File: src/reset_wake_pkg.sv
// Constants shared by the reset and wake sequencer.
// Assumes a 100 MHz system clock and a 32.768 kHz crystal clock input.
package reset_wake_pkg;

  // ==========================================================
  // Clock rates
  localparam int SYS_CLK_PERIOD_NS = 10;     // 100 MHz
  localparam int SLOW_TICKS_PER_HZ = 32768;  // Crystal periods per 1 Hz

  // ==========================================================
  // Waits, in crystal periods unless stated
  localparam int          PLL_LOCK_NS   = 250000;  // PLL lock time, ns
  localparam int          PLL_LOCK_CYC  = PLL_LOCK_NS / SYS_CLK_PERIOD_NS;
  localparam int          HZ_HOLD_TICKS = 2 * SLOW_TICKS_PER_HZ;
  localparam logic [16:0] UR_HOLD_TICKS = 17'h00002;  // After user reset
  localparam logic [2:0]  ASSERT_TICKS  = 3'h3;       // Inside 2..4 window
  localparam logic [2:0]  PF_PULSE_LAST = 3'h4;       // Two-period pulse
  localparam logic [2:0]  WAKE_TICKS    = 3'h3;       // Wake to enable
  localparam logic [2:0]  CNT_SAT       = 3'h7;

  // ==========================================================
  // Synchroniser reset values
  // Bit order: ur, pf, crystal, wake, osc, battery, ext power.
  // Crystal and wake idle low so that no false tick or wake follows reset.
  localparam logic [6:0] SYNC_INIT = 7'h43;  // Low-active inputs idle high

endpackage : reset_wake_pkg

File: src/sync_filter.sv
// Three-stage synchroniser; output moves once stages two and three agree.
// Assumes inputs are asynchronous to clk.
module sync_filter #(
  parameter int         W    = 1,
  parameter logic [6:0] INIT = 7'h00
) (
  // Clock and reset
  input  wire logic         clk,
  input  wire logic         rst_n,
  // Pins in, filtered levels out
  input  wire logic [W-1:0] async_in,
  output logic      [W-1:0] filt_out
);

  logic [W-1:0] s1_q;
  logic [W-1:0] s2_q;
  logic [W-1:0] s3_q;

  // ==========================================================
  // Per-bit chain
  genvar i;
  generate
    for (i = 0; i < W; i++) begin : g_bit
      always_ff @(posedge clk or negedge rst_n) begin
        if (!rst_n) begin
          s1_q[i]     <= INIT[i];
          s2_q[i]     <= INIT[i];
          s3_q[i]     <= INIT[i];
          filt_out[i] <= INIT[i];
        end else begin
          s1_q[i] <= async_in[i];
          s2_q[i] <= s1_q[i];
          s3_q[i] <= s2_q[i];
          if (s2_q[i] == s3_q[i]) begin
            filt_out[i] <= s3_q[i];
          end
        end
      end
    end
  endgenerate

endmodule : sync_filter

File: src/reset_wake_sequencer.sv
// Reset, wake and oscillator-enable sequencer for three reset sources.
// Assumes board pins arrive asynchronously; power-on reset acts directly.
// Behaviour
// - Battery and external-power inputs are sampled in that window.
// - PLL clocks count as usable 250 us after the fast oscillator is stable with the enable on.
// - Wake held 4 crystal periods turns on the enable after 2 to 4 periods once the wake hold-off has run out.
// - Power-on reset drives the reset output directly; release waits for a sys_clk edge.
// - User reset held 4 periods asserts reset output after 2 to 4 periods.
// - Reset output is released 0 to 2 periods after user reset release.
// - The enable drops 2 to 4 periods after user reset goes low.
// - Power fail held 4 periods gives a 2-period reset pulse after 2 to 4.
// - The enable drops 2 to 4 periods after power fail goes low.
module reset_wake_sequencer
  import reset_wake_pkg::*;
#(
  parameter int PLL_LOCK_CYCLES = PLL_LOCK_CYC,
  parameter int HZ_HOLD         = HZ_HOLD_TICKS
) (
  // Clock and reset
  input  wire logic sys_clk,
  input  wire logic resetn,
  // Board supervision pins
  input  wire logic power_on_reset_n,
  input  wire logic user_reset_n,
  input  wire logic power_fail_n,
  input  wire logic wake_request,
  input  wire logic slow_crystal_clock,
  input  wire logic fast_osc_stable,
  input  wire logic battery_good,
  input  wire logic external_power_present_n,
  // Sequenced outputs
  output logic      system_reset_out_n,
  output logic      oscillator_enable_out,
  output logic      pll_ready,
  output logic      wake_permitted,
  output logic      battery_good_sampled,
  output logic      external_power_sampled_n
);

  // Power-on reset clears everything asynchronously
  wire rst_n = resetn & power_on_reset_n;

  logic [6:0]  sync_s;
  logic        slow_prev_q;
  logic [2:0]  ur_cnt_q;
  logic [2:0]  pf_cnt_q;
  logic [2:0]  wk_cnt_q;
  logic [16:0] hold_q;
  logic        por_win_q;
  logic        pf_prev_q;
  logic        ur_prev_q;
  logic [15:0] lock_cnt_q;

  // ==========================================================
  // Input synchronisers
  sync_filter #(
    .W    (7),
    .INIT (SYNC_INIT)
  ) u_sync (
    .clk      (sys_clk),
    .rst_n    (rst_n),
    .async_in ({external_power_present_n, battery_good, fast_osc_stable,
                wake_request, slow_crystal_clock, power_fail_n,
                user_reset_n}),
    .filt_out (sync_s)
  );

  wire ur_s    = sync_s[0];
  wire pf_s    = sync_s[1];
  wire slow_s  = sync_s[2];
  wire wake_s  = sync_s[3];
  wire osc_s   = sync_s[4];
  wire batt_s  = sync_s[5];
  wire extpw_s = sync_s[6];

  // ==========================================================
  // Crystal period enable and decodes
  wire slow_tick = slow_s & ~slow_prev_q;
  wire ur_hit    = ~ur_s & (ur_cnt_q >= ASSERT_TICKS);
  wire pf_hit    = pf_cnt_q >= ASSERT_TICKS;
  wire pf_pulse  = pf_hit & (pf_cnt_q <= PF_PULSE_LAST);
  wire wake_ok   = wake_s & (wk_cnt_q >= WAKE_TICKS) & (hold_q == 17'h00000);
  wire lock_done = lock_cnt_q == 16'(PLL_LOCK_CYCLES - 1);

  // Saturating count of crystal periods while a level holds
  function automatic logic [2:0] run_count(input logic active,
                                           input logic tick,
                                           input logic [2:0] cnt);
    if (!active) begin
      return 3'h0;
    end
    if (tick && cnt != CNT_SAT) begin
      return cnt + 3'h1;
    end
    return cnt;
  endfunction : run_count

  // ==========================================================
  // Low-time counters for user reset and power fail, high-time counter for wake
  always_ff @(posedge sys_clk or negedge rst_n) begin
    if (!rst_n) begin
      slow_prev_q <= 1'b0;
      ur_cnt_q    <= 3'h0;
      pf_cnt_q    <= 3'h0;
      wk_cnt_q    <= 3'h0;
      ur_prev_q   <= 1'b1;
      pf_prev_q   <= 1'b1;
    end else begin
      slow_prev_q <= slow_s;
      ur_cnt_q    <= run_count(~ur_s, slow_tick, ur_cnt_q);
      pf_cnt_q    <= run_count(~pf_s, slow_tick, pf_cnt_q);
      wk_cnt_q    <= run_count(wake_s, slow_tick, wk_cnt_q);
      ur_prev_q   <= ur_s;
      pf_prev_q   <= pf_s;
    end
  end

  // ==========================================================
  // Wake hold-off after power-on, user reset and power fail release
  always_ff @(posedge sys_clk or negedge rst_n) begin
    if (!rst_n) begin
      hold_q    <= 17'(HZ_HOLD);
      por_win_q <= 1'b1;
    end else if (pf_s && !pf_prev_q) begin
      hold_q    <= 17'(HZ_HOLD);
    end else if (ur_s && !ur_prev_q) begin
      hold_q    <= UR_HOLD_TICKS;
    end else if (slow_tick && hold_q != 17'h00000) begin
      hold_q    <= hold_q - 17'h00001;
    end else if (hold_q == 17'h00000) begin
      por_win_q <= 1'b0;
    end
  end

  // ==========================================================
  // Battery and external power sampled during the power-on window
  always_ff @(posedge sys_clk or negedge rst_n) begin
    if (!rst_n) begin
      battery_good_sampled     <= 1'b0;
      external_power_sampled_n <= 1'b1;
    end else if (por_win_q && slow_tick) begin
      battery_good_sampled     <= batt_s;
      external_power_sampled_n <= extpw_s;
    end
  end

  // ==========================================================
  // Reset output, oscillator enable and wake permission
  always_ff @(posedge sys_clk or negedge rst_n) begin
    if (!rst_n) begin
      system_reset_out_n    <= 1'b0;
      oscillator_enable_out <= 1'b0;
      wake_permitted        <= 1'b0;
    end else begin
      system_reset_out_n <= ~(ur_hit | pf_pulse);
      wake_permitted     <= hold_q == 17'h00000;
      if (ur_hit || pf_hit) begin
        oscillator_enable_out <= 1'b0;
      end else if (wake_ok) begin
        oscillator_enable_out <= 1'b1;
      end
    end
  end

  // ==========================================================
  // PLL lock wait once the fast oscillator runs
  always_ff @(posedge sys_clk or negedge rst_n) begin
    if (!rst_n) begin
      lock_cnt_q <= 16'h0000;
      pll_ready  <= 1'b0;
    end else if (!osc_s || !oscillator_enable_out) begin
      lock_cnt_q <= 16'h0000;
      pll_ready  <= 1'b0;
    end else if (lock_done) begin
      pll_ready  <= 1'b1;
    end else begin
      lock_cnt_q <= lock_cnt_q + 16'h0001;
    end
  end

  // ==========================================================
  // Checks
  a_ur_reset_assert: assert property (
    @(posedge sys_clk) disable iff (!rst_n)
    (!ur_s && ur_cnt_q >= ASSERT_TICKS) |=> !system_reset_out_n)
    else $error("reset output not asserted after user reset");
  a_ur_reset_release: assert property (
    @(posedge sys_clk) disable iff (!rst_n)
    (ur_s && !pf_pulse) |=> system_reset_out_n)
    else $error("reset output held after user reset release");
  a_ur_osc_drop: assert property (
    @(posedge sys_clk) disable iff (!rst_n)
    ur_hit |=> !oscillator_enable_out)
    else $error("enable kept during user reset");
  a_pf_osc_drop: assert property (
    @(posedge sys_clk) disable iff (!rst_n)
    pf_hit |=> !oscillator_enable_out)
    else $error("enable kept during power fail");
  a_pf_pulse_start: assert property (
    @(posedge sys_clk) disable iff (!rst_n)
    (pf_cnt_q == ASSERT_TICKS) |=> !system_reset_out_n)
    else $error("power fail pulse missing");
  a_pf_pulse_end: assert property (
    @(posedge sys_clk) disable iff (!rst_n)
    (pf_cnt_q > PF_PULSE_LAST && !ur_hit) |=> system_reset_out_n)
    else $error("power fail pulse too long");
  a_wake_osc_delay: assert property (
    @(posedge sys_clk) disable iff (!rst_n)
    $rose(oscillator_enable_out) |-> $past(wk_cnt_q) >= WAKE_TICKS)
    else $error("enable raised too early after wake");
  a_wake_hold_off: assert property (
    @(posedge sys_clk) disable iff (!rst_n)
    $rose(oscillator_enable_out) |-> $past(hold_q) == 17'h00000)
    else $error("wake honoured inside hold-off");
  a_pll_lock_wait: assert property (
    @(posedge sys_clk) disable iff (!rst_n)
    $rose(pll_ready) |-> $past(lock_cnt_q) == 16'(PLL_LOCK_CYCLES - 1))
    else $error("pll ready before lock time");
  a_por_sample: assert property (
    @(posedge sys_clk) disable iff (!rst_n)
    (por_win_q && slow_tick) |=> battery_good_sampled == $past(batt_s))
    else $error("battery not sampled in window");

endmodule : reset_wake_sequencer

File: config.mk
export PLATFORM = sky130hd
export DESIGN_NAME = reset_wake_sequencer
export DESIGN_NICKNAME = d
export VERILOG_FILES = /design/src/reset_wake_pkg.sv /design/src/sync_filter.sv /design/src/reset_wake_sequencer.sv
export SDC_FILE = /design/constraint.sdc
export NUM_CORES = 1
export LEC_CHECK = 0
export BUFFER_PORTS_ARGS = -buffer_cell sky130_fd_sc_hd__buf_4
export CAP_MARGIN = 40
export CORE_AREA = 4 4 129 69
export DETAILED_ROUTE_END_ITERATION = 7
export DIE_AREA = 0 0 133 73
export GPL_TIMING_DRIVEN = 0
export PLACE_DENSITY_LB_ADDON = 0.2
export SETUP_SLACK_MARGIN = 0.5
export SLEW_MARGIN = 25
export SYNTH_ARGS = -nofsm -noshare
export SYNTH_HDL_FRONTEND = slang
export SYNTH_SLANG_ARGS = --single-unit
File: constraint.sdc
create_clock -name sys_clk -period 10.33 [get_ports sys_clk]
set_clock_uncertainty 0.2 [all_clocks]
set_input_delay 2.066 -clock sys_clk [delete_from_list [all_inputs] [get_ports sys_clk]]
set_output_delay 2.066 -clock sys_clk [all_outputs]
set_load 0.01 [all_outputs]
==> parameters.txt, run 1 <==
Parameter                              Value

Run status
  Run status ... finished clean

STA
  Number of failing hold endpoints at the final stage ... 0
  Post-route clock period utilization ... 31.4%
  Transition time of the tightest slew-check pin ... 0.699 ns
  Highest achievable clock rate ... 309 MHz
  Worst slew margin relative to its limit ... 53.0%
  Pins over their slew limit ... 0
  Min cycle time layout ... 3.24 ns
  Post-Route Hold Slack ... 0.151 ns
  Unrepaired setup endpoints after global routing ... no
  Sum of negative setup slack ... 0 ns
  Final-report setup violation count ... 0

Worst setup path
  Required @ worst endpoint ... 8.06 ns
  Kind of end point of the critical path ... output pin
  Highest net fanout along the worst path ... 2
  Critical path arrival ... 0.97 ns
  Delay of the slowest critical-path stage ... 0.53 ns
  Critical-path top delay cell ... sky130_fd_sc_hd__dfstp_2
  Worst Setup Path Type ... reg -> out
  Startpoint kind of the worst setup timing path ... flop
  List of cells traversed by the critical path ... buf_4
  Buffers & Inverters on Critical Path ... 1
  Kind of cell with the highest combined delay on the critical path ... flip-flops

Global route
  Initial antenna violation count ... 0
  Maximum number of pins on one net before global-route repair ... 47
  Aggregate global-route resource usage ... 14.5%
  Number of global-route vias before repair ... 2202
  GRT overflow ... 0
  Global-route wire length before repair ... 10.9 mm

Synthesis
  Commonest register cell after synthesis ... sky130_fd_sc_hd__dfrtp_1
  Count of warnings emitted by yosys ... 0
  Distinct cells, synth ... 45
  Synth Register Bits ... 80
  Biggest area contributors in the synthesized netlist ... sky130_fd_sc_hd__dfrtp_1 (46%), sky130_fd_sc_hd__dfstp_2 (13%), sky130_fd_sc_hd__ha_1 (4.4%)
  Cell type with the largest total area after synthesis ... sky130_fd_sc_hd__dfrtp_1
  Cell count after synthesis ... 292
  Part of the Yosys area used for sequential elements ... 59.4%
  Post-Syn Nets ... 314
  Fraction of registers with async set or reset after synthesis ... 100%
  Area share of the largest cell type after synthesis ... 46.3%
  Most frequent cell after synthesis ... sky130_fd_sc_hd__dfrtp_1
  Mean Syn Cell Area ... 11.7 µm²
  Number of synthesized flops with an enable pin ... 0
  Post-synthesis instance area ... 0.00341 mm²
  Synth cell count leaders ... sky130_fd_sc_hd__dfrtp_1 (63), sky130_fd_sc_hd__nor2_1 (38), sky130_fd_sc_hd__nand2_1 (19), sky130_fd_sc_hd__dfstp_2 (17), sky130_fd_sc_hd__xnor2_1 (14)

Placement
  Final GP Congestion ... 0.869
  Final HPWL DP ... 4.24 mm
  Input/output buffers ... 15

Pwr
  Reported leakage power ... 1.72 nW
  IR drop worst, VDD ... 0.114 mV
  Power density over the cells ... 246 mW/mm²

Route
  Final routed DRC violation total ... 0
  Via total after detailed routing ... 2153
  Remaining antenna violation count ... 0
  Number of detailed-routing iterations run before antenna repair ... 4
  Number of DRC violations after detailed-routing iteration 0 ... 113
  Aggregate routed wire length ... 6.03 mm
  DR WL/cell ... 13.8 µm
  Vias per cell ... 4.94

Clock tree
  Clock slew at reported path FFs ... 0.06 ns
  Latest clock arrival within the worst-skew pair ... 0.33 ns
  Post-CTS setup buffer count ... 0
  Hold buffer count at CTS ... 0
  Master cell of the clock root buffer ... sky130_fd_sc_hd__clkbuf_16
  Number of CTS-inserted buffers ... 9
  CTS resizes ... 0
  Clk sink count ... 80
  TritonCTS clock tree ... yes
  Buffer depth of the longest clock path ... 2
  H-Tree Depth ... 3

Floorplan
  Number of top-level pins ... 16
  Standard-cell row count ... 23
  Core Area ... 0.00780 mm²
  Starting utilization of the core area ... 43.7%
  Vertical extent of the die ... 73 µm
  Die span in x ... 133 µm
  Total die area ... 0.00971 mm²

Run
  Count of max-cap constraint violations ... 0

Cells and area
  Filler cells ... 701
  Multi-input gate area in the final layout ... 0.00134 mm²
  Ratio of cells with drive above 1 in the final layout ... 18.5%
  Antenna diodes ... 0
  Reg area ... 0.00202 mm²
  Synth-to-Final Area Change ... 17.0%
  Nets@finish ... 341

Min path
  Worst Hold Class ... reg -> reg
-- flip-flops by register name, indices dropped and copies added (netlist names), 3 cells and up --
| signal | flops |
|---|---|
| u_sync.s1_q | 7 |
| pf_cnt_q | 3 |
| lock_cnt_q | 16 |
| u_sync.filt_out | 7 |
| u_sync.s2_q | 7 |
| wk_cnt_q | 3 |
| hold_q | 17 |
| ur_cnt_q | 3 |
| u_sync.s3_q | 7 |
-- cells in the final DEF, fill, tap and decap left out, types with 5 or more instances in the layout --
master                      count
sky130_fd_sc_hd__nand2_1       19
sky130_fd_sc_hd__ha_1          12
sky130_fd_sc_hd__o21ai_0       12
sky130_fd_sc_hd__nand3_1        9
sky130_fd_sc_hd__or3_1          8
sky130_fd_sc_hd__buf_4         15
sky130_fd_sc_hd__inv_1          8
sky130_fd_sc_hd__nor2_1        38
sky130_fd_sc_hd__dfrtp_1       63
sky130_fd_sc_hd__maj3_1         7
sky130_fd_sc_hd__a21oi_1       11
sky130_fd_sc_hd__xor2_1        11
sky130_fd_sc_hd__nand2b_1       5
sky130_fd_sc_hd__dfstp_2       17
sky130_fd_sc_hd__xnor2_1       14
sky130_fd_sc_hd__nor3_1        10
sky130_fd_sc_hd__clkbuf_16      9
-- final cells by class --
class | count | share of cell area [%]
well taps | 112 | 3.51
clock inverters | 6 | 1.44
multi-input cells | 200 | 33.5
inverters | 8 | 0.753
repair buffers | 16 | 3.51
flip-flops and latches | 80 | 50.7
clock buffers | 10 | 5.99
plain buffers | 4 | 0.565
-- report_power, final --
group          switching (mW)  internal, mW  total [mW]  leakage, nW
sequential             0.0392         0.360       0.399         1.01
clock                   0.135         0.176       0.311        0.148
combinational           0.166         0.107       0.273        0.558
total                   0.340         0.642       0.983         1.72
-- stage by stage --
step	setup WS [ns]	total power [mW]	util (%)	std cells	cell area (µm²)
after floorplan	5.61	0.612	-	292	3410
after global placement	4.49	0.672	46.9	419	3660
after detailed placement	7.28	0.676	47.3	420	3690
after CTS	7.07	0.995	51.1	436	3990
after global routing	7.05	1.05	51.1	436	3990
final	7.09	0.983	51.1	436	3990
-- final timing paths --
path | startpoint | endpoint | slack (ns) | cells past startpoint
worst max-delay path | external_power_sampled_n | external_power_sampled_n | 7.09 | 1
worst min-delay path | u_sync.s1_q[3] | u_sync.s2_q[3] | 0.15 | 0
worst max register to register | hold_q[3] | hold_q[15] | 7.82 | 5
worst min register to register | u_sync.s1_q[3] | u_sync.s2_q[3] | 0.15 | 0
max in group asynchronous | resetn | por_win_q | 7.68 | 3
min in group asynchronous | power_on_reset_n | u_sync.s2_q[3] | 1.60 | 2
-- cell families (layout without fill, tap and decap cells) --
family          after synthesis  in the layout  synth area share (%)
xor+xnor                     25             25                  6.42
fa+ha+maj                    19             19                  6.46
flops                        80             80                  59.4
mux                           3              3                 0.954
compound gates               38             38                  6.76
buf+inv                      12             44                  1.54
simple gates                115            115                  18.5
-- metal layers --
layer	vias to the layer above	routed length [µm]	GRT usage, %
li1	1069	-	-
met2	47	2230	18.5
met1	1027	3340	22.1
met5	-	0	0
met4	0	76	4.72
met3	10	378	5.85
Note: power is estimated with default switching activity, not from simulation.
==> inputs of run 2 (changes only) <==
--- a/config.mk
+++ b/config.mk
@@ -5,11 +5,12 @@
 export SDC_FILE = /design/constraint.sdc
 export NUM_CORES = 1
 export LEC_CHECK = 0
+export ABC_AREA = 1
 export BUFFER_PORTS_ARGS = -buffer_cell sky130_fd_sc_hd__buf_4
 export CAP_MARGIN = 40
-export CORE_AREA = 4 4 129 69
+export CORE_AREA = 4 4 134 72
 export DETAILED_ROUTE_END_ITERATION = 7
-export DIE_AREA = 0 0 133 73
+export DIE_AREA = 0 0 138 76
 export GPL_TIMING_DRIVEN = 0
 export PLACE_DENSITY_LB_ADDON = 0.2
 export SETUP_SLACK_MARGIN = 0.5
==> constraint.sdc (replaced) <==
create_clock -name sys_clk -period 3.3 [get_ports sys_clk]
set_clock_uncertainty 0.2 [all_clocks]
set_input_delay 0.66 -clock sys_clk [delete_from_list [all_inputs] [get_ports sys_clk]]
set_output_delay 0.66 -clock sys_clk [all_outputs]
set_load 0.01 [all_outputs]
==> run 2 against run 1 <==
Worst hold slack better by 0.0029 ns. Non-clock buffer count is 1 higher. First-iteration DRC count is 140% higher. Final area is 8.5% higher. Synthesized cell count is 44% higher. Die area is 8.0% higher. Sequential cell count stayed put. Worst setup slack worse by 5.7 ns. Synthesized area is 9.5% higher. Global-route usage is 0.87 points higher. Sequential power grew to 3.0 times the previous value. Critical endpoint is now hold_q[4].
==> parameters.txt, run 2 <==
Parameter                              Value

Run status
  Run status ... finished clean (unchanged)

Global route
  Number of global-route vias before repair ... 2594 (was 2202)
  Initial antenna violation count ... 0 (unchanged)
  GRT overflow ... 0 (unchanged)
  Global-route wire length before repair ... 12.8 mm (was 10.9 mm)
  Maximum number of pins on one net before global-route repair ... 32 (was 47)
  Aggregate global-route resource usage ... 15.4% (was 14.5%)

Cells and area
  Antenna diodes ... 0 (unchanged)
  Largest registers ... hold_q (17), lock_cnt_q (16) (unchanged)
  Synth-to-Final Area Change ... 16.0% (was 17.0%)
  Ratio of cells with drive above 1 in the final layout ... 16.5% (was 18.5%)
  Most frequent cells in the layout ... sky130_fd_sc_hd__nand2_1 (92), sky130_fd_sc_hd__nor2_1 (64), sky130_fd_sc_hd__dfrtp_1 (63) (was sky130_fd_sc_hd__dfrtp_1 (63), sky130_fd_sc_hd__nor2_1 (38), sky130_fd_sc_hd__nand2_1 (19))
  Nets@finish ... 471 (was 341)
  Max reg flops ... 17 (unchanged)
  Most common cell after layout, fill and taps aside ... sky130_fd_sc_hd__nand2_1 (was sky130_fd_sc_hd__dfrtp_1)
  Most flops, register ... hold_q (unchanged)

Route
  Number of detailed-routing iterations run before antenna repair ... 7 (was 4)
  Vias per cell ... 4.81 (was 4.94)
  Number of DRC violations after detailed-routing iteration 0 ... 275 (was 113)
  Via total after detailed routing ... 2745 (was 2153)
  Remaining antenna violation count ... 0 (unchanged)
  Aggregate routed wire length ... 7.26 mm (was 6.03 mm)
  DR WL/cell ... 12.7 µm (was 13.8 µm)
  Final routed DRC violation total ... 0 (unchanged)

Clock tree
  Clk sink count ... 80 (unchanged)
  Hold buffer count at CTS ... 0 (unchanged)
  CTS resizes ... 0 (unchanged)
  Post-CTS setup buffer count ... 0 (unchanged)
  Buffer depth of the longest clock path ... 2 (unchanged)
  Latest clock arrival within the worst-skew pair ... 0.35 ns (was 0.33 ns)
  Clock slew at reported path FFs ... 0.06 ns (about the same)
  TritonCTS clock tree ... yes (unchanged)
  H-Tree Depth ... 3 (unchanged)
  Master cell of the clock root buffer ... sky130_fd_sc_hd__clkbuf_16 (unchanged)
  Number of CTS-inserted buffers ... 9 (unchanged)

Synthesis
  Mean Syn Cell Area ... 8.86 µm² (was 11.7 µm²)
  Fraction of registers with async set or reset after synthesis ... 100% (unchanged)
  Number of synthesized flops with an enable pin ... 0 (unchanged)
  Commonest register cell after synthesis ... sky130_fd_sc_hd__dfrtp_1 (unchanged)
  Distinct cells, synth ... 31 (was 45)
  Post-synthesis instance area ... 0.00373 mm² (was 0.00341 mm²)
  Part of the Yosys area used for sequential elements ... 54.2% (was 59.4%)
  Synth Register Bits ... 80 (unchanged)
  Most frequent cell after synthesis ... sky130_fd_sc_hd__nand2_1 (was sky130_fd_sc_hd__dfrtp_1)
  Cell count after synthesis ... 421 (was 292)
  Post-Syn Nets ... 443 (was 314)
  Count of warnings emitted by yosys ... 0 (unchanged)
  Area share of the largest cell type after synthesis ... 42.3% (was 46.3%)
  Cell type with the largest total area after synthesis ... sky130_fd_sc_hd__dfrtp_1 (unchanged)
  Biggest area contributors in the synthesized netlist ... sky130_fd_sc_hd__dfrtp_1 (42%), sky130_fd_sc_hd__dfstp_2 (12%), sky130_fd_sc_hd__nand2_1 (9.3%) (was sky130_fd_sc_hd__dfrtp_1 (46%), sky130_fd_sc_hd__dfstp_2 (13%), sky130_fd_sc_hd__ha_1 (4.4%))
  Synth cell count leaders ... sky130_fd_sc_hd__nand2_1 (92), sky130_fd_sc_hd__nor2_1 (64), sky130_fd_sc_hd__dfrtp_1 (63), sky130_fd_sc_hd__inv_1 (55), sky130_fd_sc_hd__nand3_1 (27) (was sky130_fd_sc_hd__dfrtp_1 (63), sky130_fd_sc_hd__nor2_1 (38), sky130_fd_sc_hd__nand2_1 (19), sky130_fd_sc_hd__dfstp_2 (17), sky130_fd_sc_hd__xnor2_1 (14))

Run
  Count of max-cap constraint violations ... 0 (unchanged)

Worst setup path
  Worst Setup Path Type ... reg -> reg (was reg -> out)
  Required @ worst endpoint ... 3.33 ns (was 8.06 ns)
  Startpoint kind of the worst setup timing path ... flop (unchanged)
  Critical path arrival ... 1.91 ns (was 0.97 ns)
  Kind of end point of the critical path ... flop (was output pin)
  Highest net fanout along the worst path ... 10 (was 2)
  Critical path startpoint ... u_sync.filt_out[1] (was external_power_sampled_n)
  Worst flop-to-flop path startpoint ... u_sync.filt_out[1] (was hold_q[3])

Floorplan
  Die span in x ... 138 µm (was 133 µm)
  Starting utilization of the core area ... 44.1% (was 43.7%)
  Core Area ... 0.00847 mm² (was 0.00780 mm²)
  Total die area ... 0.0105 mm² (was 0.00971 mm²)
  Vertical extent of the die ... 76 µm (was 73 µm)
  Number of top-level pins ... 16 (unchanged)
  Standard-cell row count ... 24 (was 23)

Pwr
  Power, Total ... 3.04 mW (was 983 µW)
  Reported leakage power ... 2.15 nW (was 1.72 nW)
  IR drop worst, VDD ... 0.292 mV (was 0.114 mV)
  Power density over the cells ... 702 mW/mm² (was 246 mW/mm²)

STA
  Sum of negative setup slack ... 0 ns (unchanged)
  Min cycle time layout ... 1.88 ns
  Final-report setup violation count ... 0 (unchanged)
  Post-route clock period utilization ... 57.1%
  Unrepaired setup endpoints after global routing ... no (unchanged)
  Highest achievable clock rate ... 531 MHz
  Number of failing hold endpoints at the final stage ... 0 (unchanged)
  Transition time of the tightest slew-check pin ... 0.454 ns (was 0.699 ns)
  Pins over their slew limit ... 0 (unchanged)
  Worst slew margin relative to its limit ... 69.7% (was 53.0%)
  Post-Route Hold Slack ... 0.154 ns (was 0.151 ns)

Placement
  Final HPWL DP ... 5.42 mm (was 4.24 mm)
  Final GP Congestion ... 0.887 (was 0.869)
  Input/output buffers ... 15 (unchanged)

Min path
  Hold wc startpoint ... u_sync.s1_q[4] (was u_sync.s1_q[3])
  Worst Hold Class ... reg -> reg (unchanged)
==> run 2: cell type report <==
type | count | area [µm²]
clock inverter | 6 | 55.1
buffer | 4 | 26.3
sequential | 80 | 2020
fill | 801 | 4140
clock buffer | 10 | 239
multi-input combinational | 278 | 1460
tap | 117 | 146
timing repair buffer | 17 | 153
inverter | 59 | 230
==> run 2: report_power, final <==
part	internal, mW	switching, mW
Combinational	0.295	0.576
Sequential	1.11	0.0939
Clock	0.547	0.420
==> run 2: stage by stage <==
step	utilization (%)	std cells	setup slack, ns	area (µm²)
floorplan	-	421	1.44	3730
global placement	47.2	553	0.912	3990
detailed placement	47.6	555	1.44	4030
CTS	51.1	571	1.43	4330
global route	51.1	571	1.27	4330
finish	51.1	571	1.42	4330
==> run 2: worst paths after layout <==
kind	end	slack [ns]	depth (start not counted)
hold reg to reg	u_sync.s2_q[4]	0.15	0
min in group asynchronous	u_sync.s3_q[3]	0.16	3
setup / recovery	hold_q[4]	1.42	9
setup reg to reg	hold_q[4]	1.42	9
max in group asynchronous	hold_q[16]	1.94	5
hold / removal	u_sync.s2_q[4]	0.15	0
==> run 2: metal layers <==
layer	vias to the layer above	wire, µm	track usage (%)
met2	83	2700	18.5
met5	-	0	0
met1	1263	3940	24.0
li1	1393	-	-
met3	6	536	6.27
met4	0	85	5.52
==> run 2: critical path, cell delays in order, from the launching register on <==
cell	delay, ns
sky130_fd_sc_hd__dfstp_2	0.56
sky130_fd_sc_hd__inv_2	0.06
sky130_fd_sc_hd__nor2_4	0.19
sky130_fd_sc_hd__inv_1	0.17
sky130_fd_sc_hd__nand2_4	0.16
sky130_fd_sc_hd__inv_2	0.06
sky130_fd_sc_hd__nand2_4	0.14
sky130_fd_sc_hd__clkinv_4	0.10
sky130_fd_sc_hd__nand2_1	0.06
sky130_fd_sc_hd__nand2_1	0.05
==> run 2: kinds of logic after synthesis <==
kind of cell / Yosys count / synth area share (%)
AOI/OAI and AO/OA: 38 / 5.53
xor gates and xnor gates: 7 / 1.64
and+or+nand+nor: 212 / 25.3
adders and majority gates: 19 / 5.90
buffers and inverters: 63 / 6.77
muxes: 2 / 0.604
DFF: 80 / 54.2
